`src/ldocc_pkg.sv`:
```
// shared constants for the four-channel ldo control link and its controller
package ldocc_pkg;
    // =====================================================
    // channel count and register layout on the device side
    localparam int NUM_CH = 4;
    localparam int ADDR_W = 3;
    localparam int DATA_W = 8;
    localparam int VSEL_W = 6;
    localparam int DLY_W = 3;
    // even index = channel control, odd index = voltage code
    localparam logic [ADDR_W-1:0] REG_CTRL_A = 3'h0;
    localparam logic [ADDR_W-1:0] REG_VSEL_A = 3'h1;
    // control register fields
    localparam int F_EN = 0;
    localparam int F_DLY_LO = 1;
    localparam int F_DIS = 4;
    localparam int F_LOW_QUIESCENT_BIT = 5;
    localparam int F_UNMASK = 6;
    localparam int F_PG = 7;
    localparam logic [6:0] CTRL_RST = 7'h00;
    // default voltage codes per channel (arbitrary start points)
    localparam logic [VSEL_W-1:0] VSEL_RST [NUM_CH] = '{6'h39, 6'h39, 6'h2c, 6'h2c};
    // =====================================================
    // timing: 25 MHz clock, delay steps in milliseconds
    localparam int CLK_HZ = 25000000;
    localparam int DLY_UNIT_MS = 1;
    localparam int MS_CYCLES = CLK_HZ / 1000 * DLY_UNIT_MS;
    localparam int CNT_W = 22;
    // =====================================================
    // controller register map (byte addresses)
    localparam logic [3:0] H_CMD = 4'h0;
    localparam logic [3:0] H_STAT = 4'h4;
    localparam logic [3:0] H_ISTAT = 4'h8;
    localparam logic [3:0] H_IMASK = 4'hc;
    localparam int CMD_ADDR_LO = 8;
    localparam int CMD_RD = 16;
    localparam int ST_DATA_LO = 8;
    localparam int IRQ_DONE = 0;
    localparam int IRQ_FAULT = 1;
    localparam logic [1:0] RESP_OK = 2'h0;
    localparam logic [1:0] RESP_ERR = 2'h2;
endpackage : ldocc_pkg

```
`src/ldocc_link_if.sv`:
```
// register link between the ldo device end and its controller end
`timescale 1ns/1ps
interface ldocc_link_if;
    logic reg_wr;
    logic reg_rd;
    logic [ldocc_pkg::ADDR_W-1:0] reg_addr;
    logic [ldocc_pkg::DATA_W-1:0] reg_wdata;
    logic [ldocc_pkg::DATA_W-1:0] reg_rdata;
    logic reg_ack;
    logic irq_n;
    modport device (input reg_wr, input reg_rd, input reg_addr, input reg_wdata,
        output reg_rdata, output reg_ack, output irq_n);
    modport host (output reg_wr, output reg_rd, output reg_addr, output reg_wdata,
        input reg_rdata, input reg_ack, input irq_n);
endinterface : ldocc_link_if

```
`src/ldocc_device.sv`:
```
// ldo channel control logic: enables, turn-on delay, fault interrupt
//
// Operation
// - channel follows edges of its enable bit
// - software writes enable 0 then 1
// - software writes enable 1 then 0
// - delay code picks 0 or 2..128 ms
// - discharge engaged only when enabled and off
// - low quiescent bit selects reduced current mode
// - power good flag reads comparator state
// - unmasked undervoltage pulls irq_n low
// - irq_n releases after recovery and flag read
// - voltage codes start at default, then writable
// - six bit voltage code per channel
`timescale 1ns/1ps
module ldocc_device #(
    // cycles per delay millisecond, shortened in simulation
    parameter int MS_CYCLES = ldocc_pkg::MS_CYCLES
) (
    // clock and reset
    input wire logic aclk,
    input wire logic aresetn,
    // register link
    ldocc_link_if.device link,
    // analog comparator inputs, high while output is in regulation
    input wire logic [ldocc_pkg::NUM_CH-1:0] pg_in,
    // regulator controls
    output logic [ldocc_pkg::NUM_CH-1:0] ldo_on,
    output logic [ldocc_pkg::NUM_CH-1:0] discharge_on,
    output logic [ldocc_pkg::NUM_CH-1:0] low_iq_on,
    output logic [ldocc_pkg::NUM_CH*ldocc_pkg::VSEL_W-1:0] vsel_out
);
    // =====================================================
    // shared decode
    localparam int CH_W = 2;
    logic [CH_W-1:0] sel_ch; // channel addressed by the link
    logic sel_vsel; // odd index selects the voltage code
    logic [ldocc_pkg::NUM_CH-1:0] fault_reg; // per channel latched fault
    logic [ldocc_pkg::NUM_CH-1:0] pg_s2; // synchronised power good
    logic [6:0] ctrl_reg [ldocc_pkg::NUM_CH]; // writable control bits
    logic [ldocc_pkg::VSEL_W-1:0] vsel_reg [ldocc_pkg::NUM_CH]; // voltage codes

    localparam int ADDR_HI = ldocc_pkg::ADDR_W - 1;
    assign sel_ch = link.reg_addr[ADDR_HI:1];
    assign sel_vsel = link.reg_addr[0];

    // =====================================================
    // per channel logic
    genvar c;
    generate
        for (c = 0; c < ldocc_pkg::NUM_CH; c++) begin : g_ch
            logic pg_s1; // first sync stage, read only by pg_s2
            logic wr_ctrl; // control write to this channel
            logic wr_vsel; // voltage write to this channel
            logic rd_ctrl; // control read of this channel
            logic new_en; // enable value being written
            logic pend_reg; // turn-on delay running
            logic seen_reg; // flag read since the fault latched
            logic [ldocc_pkg::CNT_W-1:0] cnt_reg; // delay countdown
            logic [ldocc_pkg::CNT_W-1:0] dly_cycles; // length of chosen delay
            logic [ldocc_pkg::DLY_W-1:0] code; // delay code being written
            logic fault_set; // unmasked undervoltage this cycle
            logic rise_now; // zero delay turn-on this cycle

            assign wr_ctrl = link.reg_wr && (sel_ch == c) && !sel_vsel;
            assign wr_vsel = link.reg_wr && (sel_ch == c) && sel_vsel;
            assign rd_ctrl = link.reg_rd && (sel_ch == c) && !sel_vsel;
            assign new_en = link.reg_wdata[ldocc_pkg::F_EN];
            assign code = link.reg_wdata[ldocc_pkg::F_DLY_LO +: ldocc_pkg::DLY_W];
            // zero delay turn-on, so discharge drops in the same edge
            assign rise_now = wr_ctrl && new_en && code == '0
                && !ctrl_reg[c][ldocc_pkg::F_EN];
            // doubling delay table
            // code n above 0 gives 2^n ms, so the count is a shift of the unit
            assign dly_cycles = ldocc_pkg::CNT_W'(MS_CYCLES << code);
            assign fault_set = ctrl_reg[c][ldocc_pkg::F_UNMASK] && !pg_s2[c];

            // comparator is asynchronous to aclk
            always_ff @(posedge aclk) begin
                if (!aresetn) begin
                    pg_s1 <= 1'b0;
                    pg_s2[c] <= 1'b0;
                end else begin
                    pg_s1 <= pg_in[c];
                    pg_s2[c] <= pg_s1;
                end
            end

            // control and voltage registers
            always_ff @(posedge aclk) begin
                if (!aresetn) begin
                    ctrl_reg[c] <= ldocc_pkg::CTRL_RST;
                    vsel_reg[c] <= ldocc_pkg::VSEL_RST[c];
                end else begin
                    if (wr_ctrl) begin
                        ctrl_reg[c] <= link.reg_wdata[6:0];
                    end
                    if (wr_vsel) begin
                        vsel_reg[c] <= link.reg_wdata[ldocc_pkg::VSEL_W-1:0];
                    end
                end
            end

            // turn-on sequencing
            always_ff @(posedge aclk) begin
                if (!aresetn) begin
                    ldo_on[c] <= 1'b0;
                    pend_reg <= 1'b0;
                    cnt_reg <= '0;
                end else if (wr_ctrl && new_en != ctrl_reg[c][ldocc_pkg::F_EN]) begin
                    // edge acts, level write does not
                    // same-level writes never reach this branch
                    if (new_en) begin
                        // delay starts at rise
                        // the delay uses the code being written with the edge
                        if (code == '0) begin
                            ldo_on[c] <= 1'b1;
                        end else begin
                            pend_reg <= 1'b1;
                            cnt_reg <= dly_cycles - 1'b1;
                        end
                    end else begin
                        ldo_on[c] <= 1'b0;
                        pend_reg <= 1'b0;
                    end
                end else if (pend_reg) begin
                    if (cnt_reg == '0) begin
                        ldo_on[c] <= 1'b1;
                        pend_reg <= 1'b0;
                    end else begin
                        cnt_reg <= cnt_reg - 1'b1;
                    end
                end
            end

            // fault latch, released by recovery plus a flag read
            always_ff @(posedge aclk) begin
                if (!aresetn) begin
                    fault_reg[c] <= 1'b0;
                    seen_reg <= 1'b0;
                end else if (fault_set) begin
                    // set wins over any release this cycle
                    fault_reg[c] <= 1'b1;
                    seen_reg <= rd_ctrl && fault_reg[c] ? 1'b1 : seen_reg && fault_reg[c];
                end else if (fault_reg[c]) begin
                    // off or back in regulation, and read
                    if ((rd_ctrl || seen_reg) && (!ldo_on[c] || pg_s2[c])) begin
                        fault_reg[c] <= 1'b0;
                        seen_reg <= 1'b0;
                    end else if (rd_ctrl) begin
                        seen_reg <= 1'b1;
                    end
                end
            end

            // pin style outputs, all from flops
            always_ff @(posedge aclk) begin
                if (!aresetn) begin
                    discharge_on[c] <= 1'b0;
                    low_iq_on[c] <= 1'b0;
                    vsel_out[c*ldocc_pkg::VSEL_W +: ldocc_pkg::VSEL_W] <= ldocc_pkg::VSEL_RST[c];
                end else begin
                    discharge_on[c] <= ctrl_reg[c][ldocc_pkg::F_DIS] && !ldo_on[c]
                        && !(pend_reg && cnt_reg == '0) && !rise_now;
                    low_iq_on[c] <= ctrl_reg[c][ldocc_pkg::F_LOW_QUIESCENT_BIT];
                    vsel_out[c*ldocc_pkg::VSEL_W +: ldocc_pkg::VSEL_W] <= vsel_reg[c];
                end
            end
        end
    endgenerate

    // =====================================================
    // link answer: one cycle after each strobe
    always_ff @(posedge aclk) begin
        if (!aresetn) begin
            link.reg_ack <= 1'b0;
            link.reg_rdata <= '0;
        end else begin
            link.reg_ack <= link.reg_wr || link.reg_rd;
            if (link.reg_rd) begin
                if (sel_vsel) begin
                    link.reg_rdata <= {2'h0, vsel_reg[sel_ch]};
                end else begin
                    link.reg_rdata <= {pg_s2[sel_ch], ctrl_reg[sel_ch]};
                end
            end
        end
    end

    // shared active low interrupt
    always_ff @(posedge aclk) begin
        if (!aresetn) begin
            link.irq_n <= 1'b1;
        end else begin
            link.irq_n <= ~|fault_reg;
        end
    end
endmodule : ldocc_device

```
`src/flat_wrapper.sv`:
```
// flat-port wrapper written by rule: the top's interface ports become plain ports
module ldocc_device_flat 
#(
                                                            
    parameter int MS_CYCLES = ldocc_pkg::MS_CYCLES
)
  (aclk, aresetn, pg_in, ldo_on, discharge_on, low_iq_on, vsel_out, link_reg_wr, link_reg_rd, link_reg_addr, link_reg_wdata, link_reg_rdata, link_reg_ack, link_irq_n);
  ldocc_link_if link_i ();
  input wire logic aclk;
  input wire logic aresetn;
  input wire logic [ldocc_pkg::NUM_CH-1:0] pg_in;
  output logic [ldocc_pkg::NUM_CH-1:0] ldo_on;
  output logic [ldocc_pkg::NUM_CH-1:0] discharge_on;
  output logic [ldocc_pkg::NUM_CH-1:0] low_iq_on;
  output logic [ldocc_pkg::NUM_CH*ldocc_pkg::VSEL_W-1:0] vsel_out;
  input wire logic [$bits(link_i.reg_wr)-1:0] link_reg_wr;
  input wire logic [$bits(link_i.reg_rd)-1:0] link_reg_rd;
  input wire logic [$bits(link_i.reg_addr)-1:0] link_reg_addr;
  input wire logic [$bits(link_i.reg_wdata)-1:0] link_reg_wdata;
  output wire logic [$bits(link_i.reg_rdata)-1:0] link_reg_rdata;
  output wire logic [$bits(link_i.reg_ack)-1:0] link_reg_ack;
  output wire logic [$bits(link_i.irq_n)-1:0] link_irq_n;
  assign link_i.reg_wr = link_reg_wr;
  assign link_i.reg_rd = link_reg_rd;
  assign link_i.reg_addr = link_reg_addr;
  assign link_i.reg_wdata = link_reg_wdata;
  assign link_reg_rdata = link_i.reg_rdata;
  assign link_reg_ack = link_i.reg_ack;
  assign link_irq_n = link_i.irq_n;
  ldocc_device #(.MS_CYCLES(MS_CYCLES)) u_core (.aclk(aclk), .aresetn(aresetn), .link(link_i), .pg_in(pg_in), .ldo_on(ldo_on), .discharge_on(discharge_on), .low_iq_on(low_iq_on), .vsel_out(vsel_out));
endmodule
```
`config.mk`:
```
export PLATFORM = sky130hd
export DESIGN_NAME = ldocc_device_flat
export DESIGN_NICKNAME = d
export VERILOG_FILES = /design/src/ldocc_pkg.sv /design/src/ldocc_link_if.sv /design/src/ldocc_device.sv /design/src/flat_wrapper.sv
export SDC_FILE = /design/constraint.sdc
export NUM_CORES = 1
export LEC_CHECK = 0
export BUFFER_PORTS_ARGS = -buffer_cell sky130_fd_sc_hd__buf_2
export CORE_UTILIZATION = 41
export DETAILED_ROUTE_END_ITERATION = 10
export GPL_TIMING_DRIVEN = 0
export RECOVER_POWER = 50
export SLEW_MARGIN = 10
export SYNTH_ARGS = -nofsm -noshare
export SYNTH_HDL_FRONTEND = slang
export SYNTH_SLANG_ARGS = --single-unit
```
`constraint.sdc`:
```
create_clock -name aclk -period 2.8 [get_ports aclk]
set_clock_uncertainty 0.05 [all_clocks]
set_input_delay 0.56 -clock aclk [delete_from_list [all_inputs] [get_ports aclk]]
set_output_delay 0.56 -clock aclk [all_outputs]
set_load 0.02 [all_outputs]
```
==> impl_summary.txt <==
----------------------------------------------------
[Status]
  Run status ... complete, but fails checks
  Failing checks ... DRC

[Clock network]
  Clock-pin slew reported for the worst setup and hold paths after clock tree synthesis ... 60 ps
  Clock sinks ... between 200 and 250
  Number of buffers on the longest clock path ... 3
  Master cell of the clock root buffer ... sky130_fd_sc_hd__clkbuf_16
  Clock tree from TritonCTS ... built
  Number of buffers inserted during clock tree synthesis ... 26
  Number of H-tree levels ... 1
  Worst-skew pair later-pin latency ... 540 ps

[Finish]
  Fin nets ... around 1400
  Multi-input gate area ... 0.00593 mm^2
  Sequential cell area ... between 0.004 and 0.005 mm^2
  Fraction of layout instances using a drive strength above 1 ... a little over a tenth
  Diode count ... 0
  Area growth from synthesis to final layout ... 15.2%
  Non-filler instance count after layout ... 1695
  Number of flip-flops under the largest register name ... 88
  # fillers ... 2571
  Post-Layout Inst Area ... 0.0127 mm^2

[Floorplan]
  Core Region ... 0.0262 mm^2
  Die outline height ... 166 um
  Die outline area ... ~0.027 mm^2
  Die width ... about 170 um
  Initial cell density of the core ... between 40% and 50%
  Top-level I/O count ... 65
  Standard-cell row count ... 59

[Logic synthesis]
  Synth Area in Adders ... 1.37%
  Count of unique library cells instantiated by Yosys ... 87
  Synthesized area ... 0.0110 mm^2
  Parity-gate share of the synthesized area counting xor and xnor cells ... 0.558%
  Number of synthesized flops with an enable pin ... 52
  Mux cell area share after synthesis ... 4.46%
  Number of flip-flops and latches in the synthesized netlist ... roughly 200
  Primary FF master, synth ... sky130_fd_sc_hd__dfxtp_1
  Complex-gate fraction of the synthesized area ... 22.0%
  Avg Cell Area, Syn ... 8.83 um^2
  Post-synthesis sequential area ratio ... 42.3%
  Warnings from Yosys ... 0
  Post-synthesis net count ... 1276
  Post-Synth Simple-Gate Area ... 24.7%
  Main combinational cell family by area after synthesis ... simple AND/OR/NAND/NOR gates
  Synthesized instance count ... 1245
  Share of synthesized registers carrying an async set or reset ... 0%

[GRT]
  Number of antenna violations at the first check in global routing ... 0
  Total global routing track utilization ... 26.6%
  Grt total ovfl ... 0
  Maximum number of pins on one net before global-route repair ... 14
  Vias in the first global route ... 9925
  Wire length of the first global-routing pass ... about 57000 um

[Critical path]
  Critical-path cell list ... buf_2, inv_4, ha_4, and2b_1, clkinv_2, ha_2, nor3b_1, mux2_2, and2_1, mux2_2, o32ai_1
  Worst Setup End Kind ... register
  Start of the worst register-to-register path ... u_core.g_ch[3].cnt_reg[0]$_SDFFE_PN0P_
  Setup crit start kind ... primary input
  Number of cells on the worst reg-to-reg path ... 8
  End of the worst register-to-register path ... u_core.g_ch[3].cnt_reg[17]$_SDFFE_PN0P_
  Flop2flop setup slack ... 160 ps
  Largest incremental delay on the critical path ... 370 ps
  Data arrival time of the worst path ... 3070 ps
  Critical-path top delay cell ... sky130_fd_sc_hd__mux2_2
  Cell occurring most often along the worst timing path ... sky130_fd_sc_hd__mux2_2
  Class of the most critical setup path ... in2reg
  Required time reported for the critical path endpoint ... 3190 ps
  Worst-path fanout max ... 9

[Min path]
  Class of the most critical hold timing path ... in2reg
  Worst Min Path Start ... pg_in[0]
  Sink of the worst hold path ... u_core.g_ch[0].pg_s1$_SDFF_PN0_
  Hold path cells ... 2

[Placement]
  Area post-placement ... about 0.012 mm^2
  DPL Wire Length ... approximately 26000 um
  Cell total after placement ... 1639
  RD Place Congestion ... 0.926
  Number of port buffers ... 59

[Timing]
  Final clock period utilization by the worst path ... 95.5%
  Transition time at the pin with the least slew margin ... 1360 ps
  Slew headroom ... under 10%
  Period minus WS final ... 2670 ps
  Achievable clock frequency ... 374 MHz
  Number of slew-limit violations in the final report ... 0
  Final setup violation count ... 0
  Number of failing hold endpoints at the final stage ... 0

[Routing]
  Post-DRT Antenna Nets ... 0
  Iteration-0 DRC Markers ... 1246
  Number of iterations in the first detailed-routing pass ... 9
  Total number of vias ... 10600
  Drc violations ... 8
  Routed wirelength normalized by instance count ... about 22 um
  Routed via count divided by cell count ... roughly 6.3
  Wire length after detailed routing ... 37300 um

[Pwr]
  Static power due to leakage ... around 4.8 nW
  Power Density ... 630 mW/mm^2
  Worst ir drop on vdd ... 0.000382 V

[Job]
  Max_cap viols ... 0

----------------------------------------------------
## kinds of logic after synthesis
group / after synthesis
flops: 206
mux: 31
simple gates: 508
xor+xnor: 7
buf+inv: 120
compound gates: 361
fa+ha+maj: 12
## timing repair
| item | 4_1_cts | 5_1_grt |
|---|---|---|
| buffers inserted | 0 | 8 |
| hold buffers | 0 | 0 |
| endpoints found under the setup margin | 31 | 60 |
| gates resized for setup | 5 | 16 |
| pin swaps | 0 | 1 |
## cell usage in the layout (no fill, tap or decap), types with 18 or more instances in the layout
cell	n
sky130_fd_sc_hd__and2_1	21
sky130_fd_sc_hd__or3_1	21
sky130_fd_sc_hd__and3_1	26
sky130_fd_sc_hd__dfxtp_1	154
sky130_fd_sc_hd__o22ai_1	25
sky130_fd_sc_hd__a21oi_1	95
sky130_fd_sc_hd__nor3_1	58
sky130_fd_sc_hd__nor2_1	115
sky130_fd_sc_hd__a31o_1	18
sky130_fd_sc_hd__clkbuf_16	28
sky130_fd_sc_hd__nand3_1	19
sky130_fd_sc_hd__inv_1	21
sky130_fd_sc_hd__nand2b_1	28
sky130_fd_sc_hd__or4_1	18
sky130_fd_sc_hd__and2_0	18
sky130_fd_sc_hd__o21ai_0	49
sky130_fd_sc_hd__edfxtp_1	52
sky130_fd_sc_hd__clkbuf_1	120
sky130_fd_sc_hd__nand2_1	107
sky130_fd_sc_hd__buf_2	29
sky130_fd_sc_hd__o31ai_1	33
sky130_fd_sc_hd__a31oi_1	34
## metrics by stage
step / utilization (%) / hold WS, ps / TNS (ps) / setup slack, ps / power, W
6_report: 48.3 / 185 / 0 / 126 / 0.00798
3_5_place_dp: 44.7 / 370 / -48180 / -671 / 0.00470
2_1_floorplan: - / 362 / 0 / 107 / 0.00427
4_1_cts: 48.0 / 171 / 0 / 13.3 / 0.00797
3_3_place_gp: 44.7 / 365 / -45770 / -682 / 0.00470
5_1_grt: 48.3 / 183 / -7.19 / -4.97 / 0.00827
## where the power goes
part | total [W] | internal (W) | switching, W
clock network | 0.00327 | 0.00195 | 0.00132
logic | 0.00143 | 0.000506 | 0.000928
registers | 0.00327 | 0.00318 | 0.0000885
## cell type report
cell class / instances / area share [%]
clock inverter: 10 / 0.722
buffer: 95 / 3.33
timing repair buffer: 67 / 2.37
tap: 335 / 3.31
multi-input combinational: 919 / 46.8
sequential: 206 / 36.7
clock buffer: 38 / 5.91
inverter: 25 / 0.820
## critical path, delay by kind of cell
family / cells / cell delay (ps)
simple gates: 3 / 690
mux: 2 / 680
buf+inv: 3 / 480
fa+ha+maj: 2 / 440
compound gates: 1 / 200
## worst max-delay path by stage
stage	startpoint	slack, ps	depth (start not counted)	to
detailed placement	link_reg_wdata[2]	-670	11	u_core.g_ch[3].cnt_reg[9]$_SDFFE_PN0P_
global route	link_reg_wdata[3]	-5	11	u_core.g_ch[3].cnt_reg[9]$_SDFFE_PN0P_
finish	link_reg_wdata[1]	130	11	u_core.g_ch[3].cnt_reg[9]$_SDFFE_PN0P_
floorplan	link_reg_wdata[2]	110	10	u_core.g_ch[3].cnt_reg[9]$_SDFFE_PN0P_
global placement	link_reg_wdata[2]	-680	9	u_core.g_ch[2].cnt_reg[9]$_SDFFE_PN0P_
CTS	link_reg_wdata[1]	10	9	u_core.g_ch[1].cnt_reg[1]$_SDFFE_PN0P_
## per-layer routing
layer | up-vias | track usage [%] | share of wire (%)
met3 | 82 | 3.57 | 8.5
met2 | 565 | 42.4 | 45
met4 | 0 | 9.43 | 3.6
met5 | - | 0 | 0
met1 | 5116 | 36.9 | 43
li1 | 4885 | - | -
## cell usage after synthesis, drive strengths merged (13+ instances only)
cell type,count,share of area [%]
and2,40,2.3
or4,19,1.3
a21oi,95,4.3
nand3,19,0.87
buf,32,1.6
mux2i,13,1.2
edfxtp,52,14
nor4,25,1.9
and3,26,1.5
o21ai,50,2.3
a31oi,34,1.9
o22ai,26,1.5
o32ai,15,1.2
or3,21,1.2
o31ai,33,2.3
inv,21,0.72
a31o,18,1.4
a211oi,18,1.2
nand2b,29,1.7
nand2,107,3.7
clkbuf,63,2.2
nor3,61,3.0
dfxtp,154,28
nor2,117,4.0
mux4,14,2.9
Power figures use the tool's default switching activity.
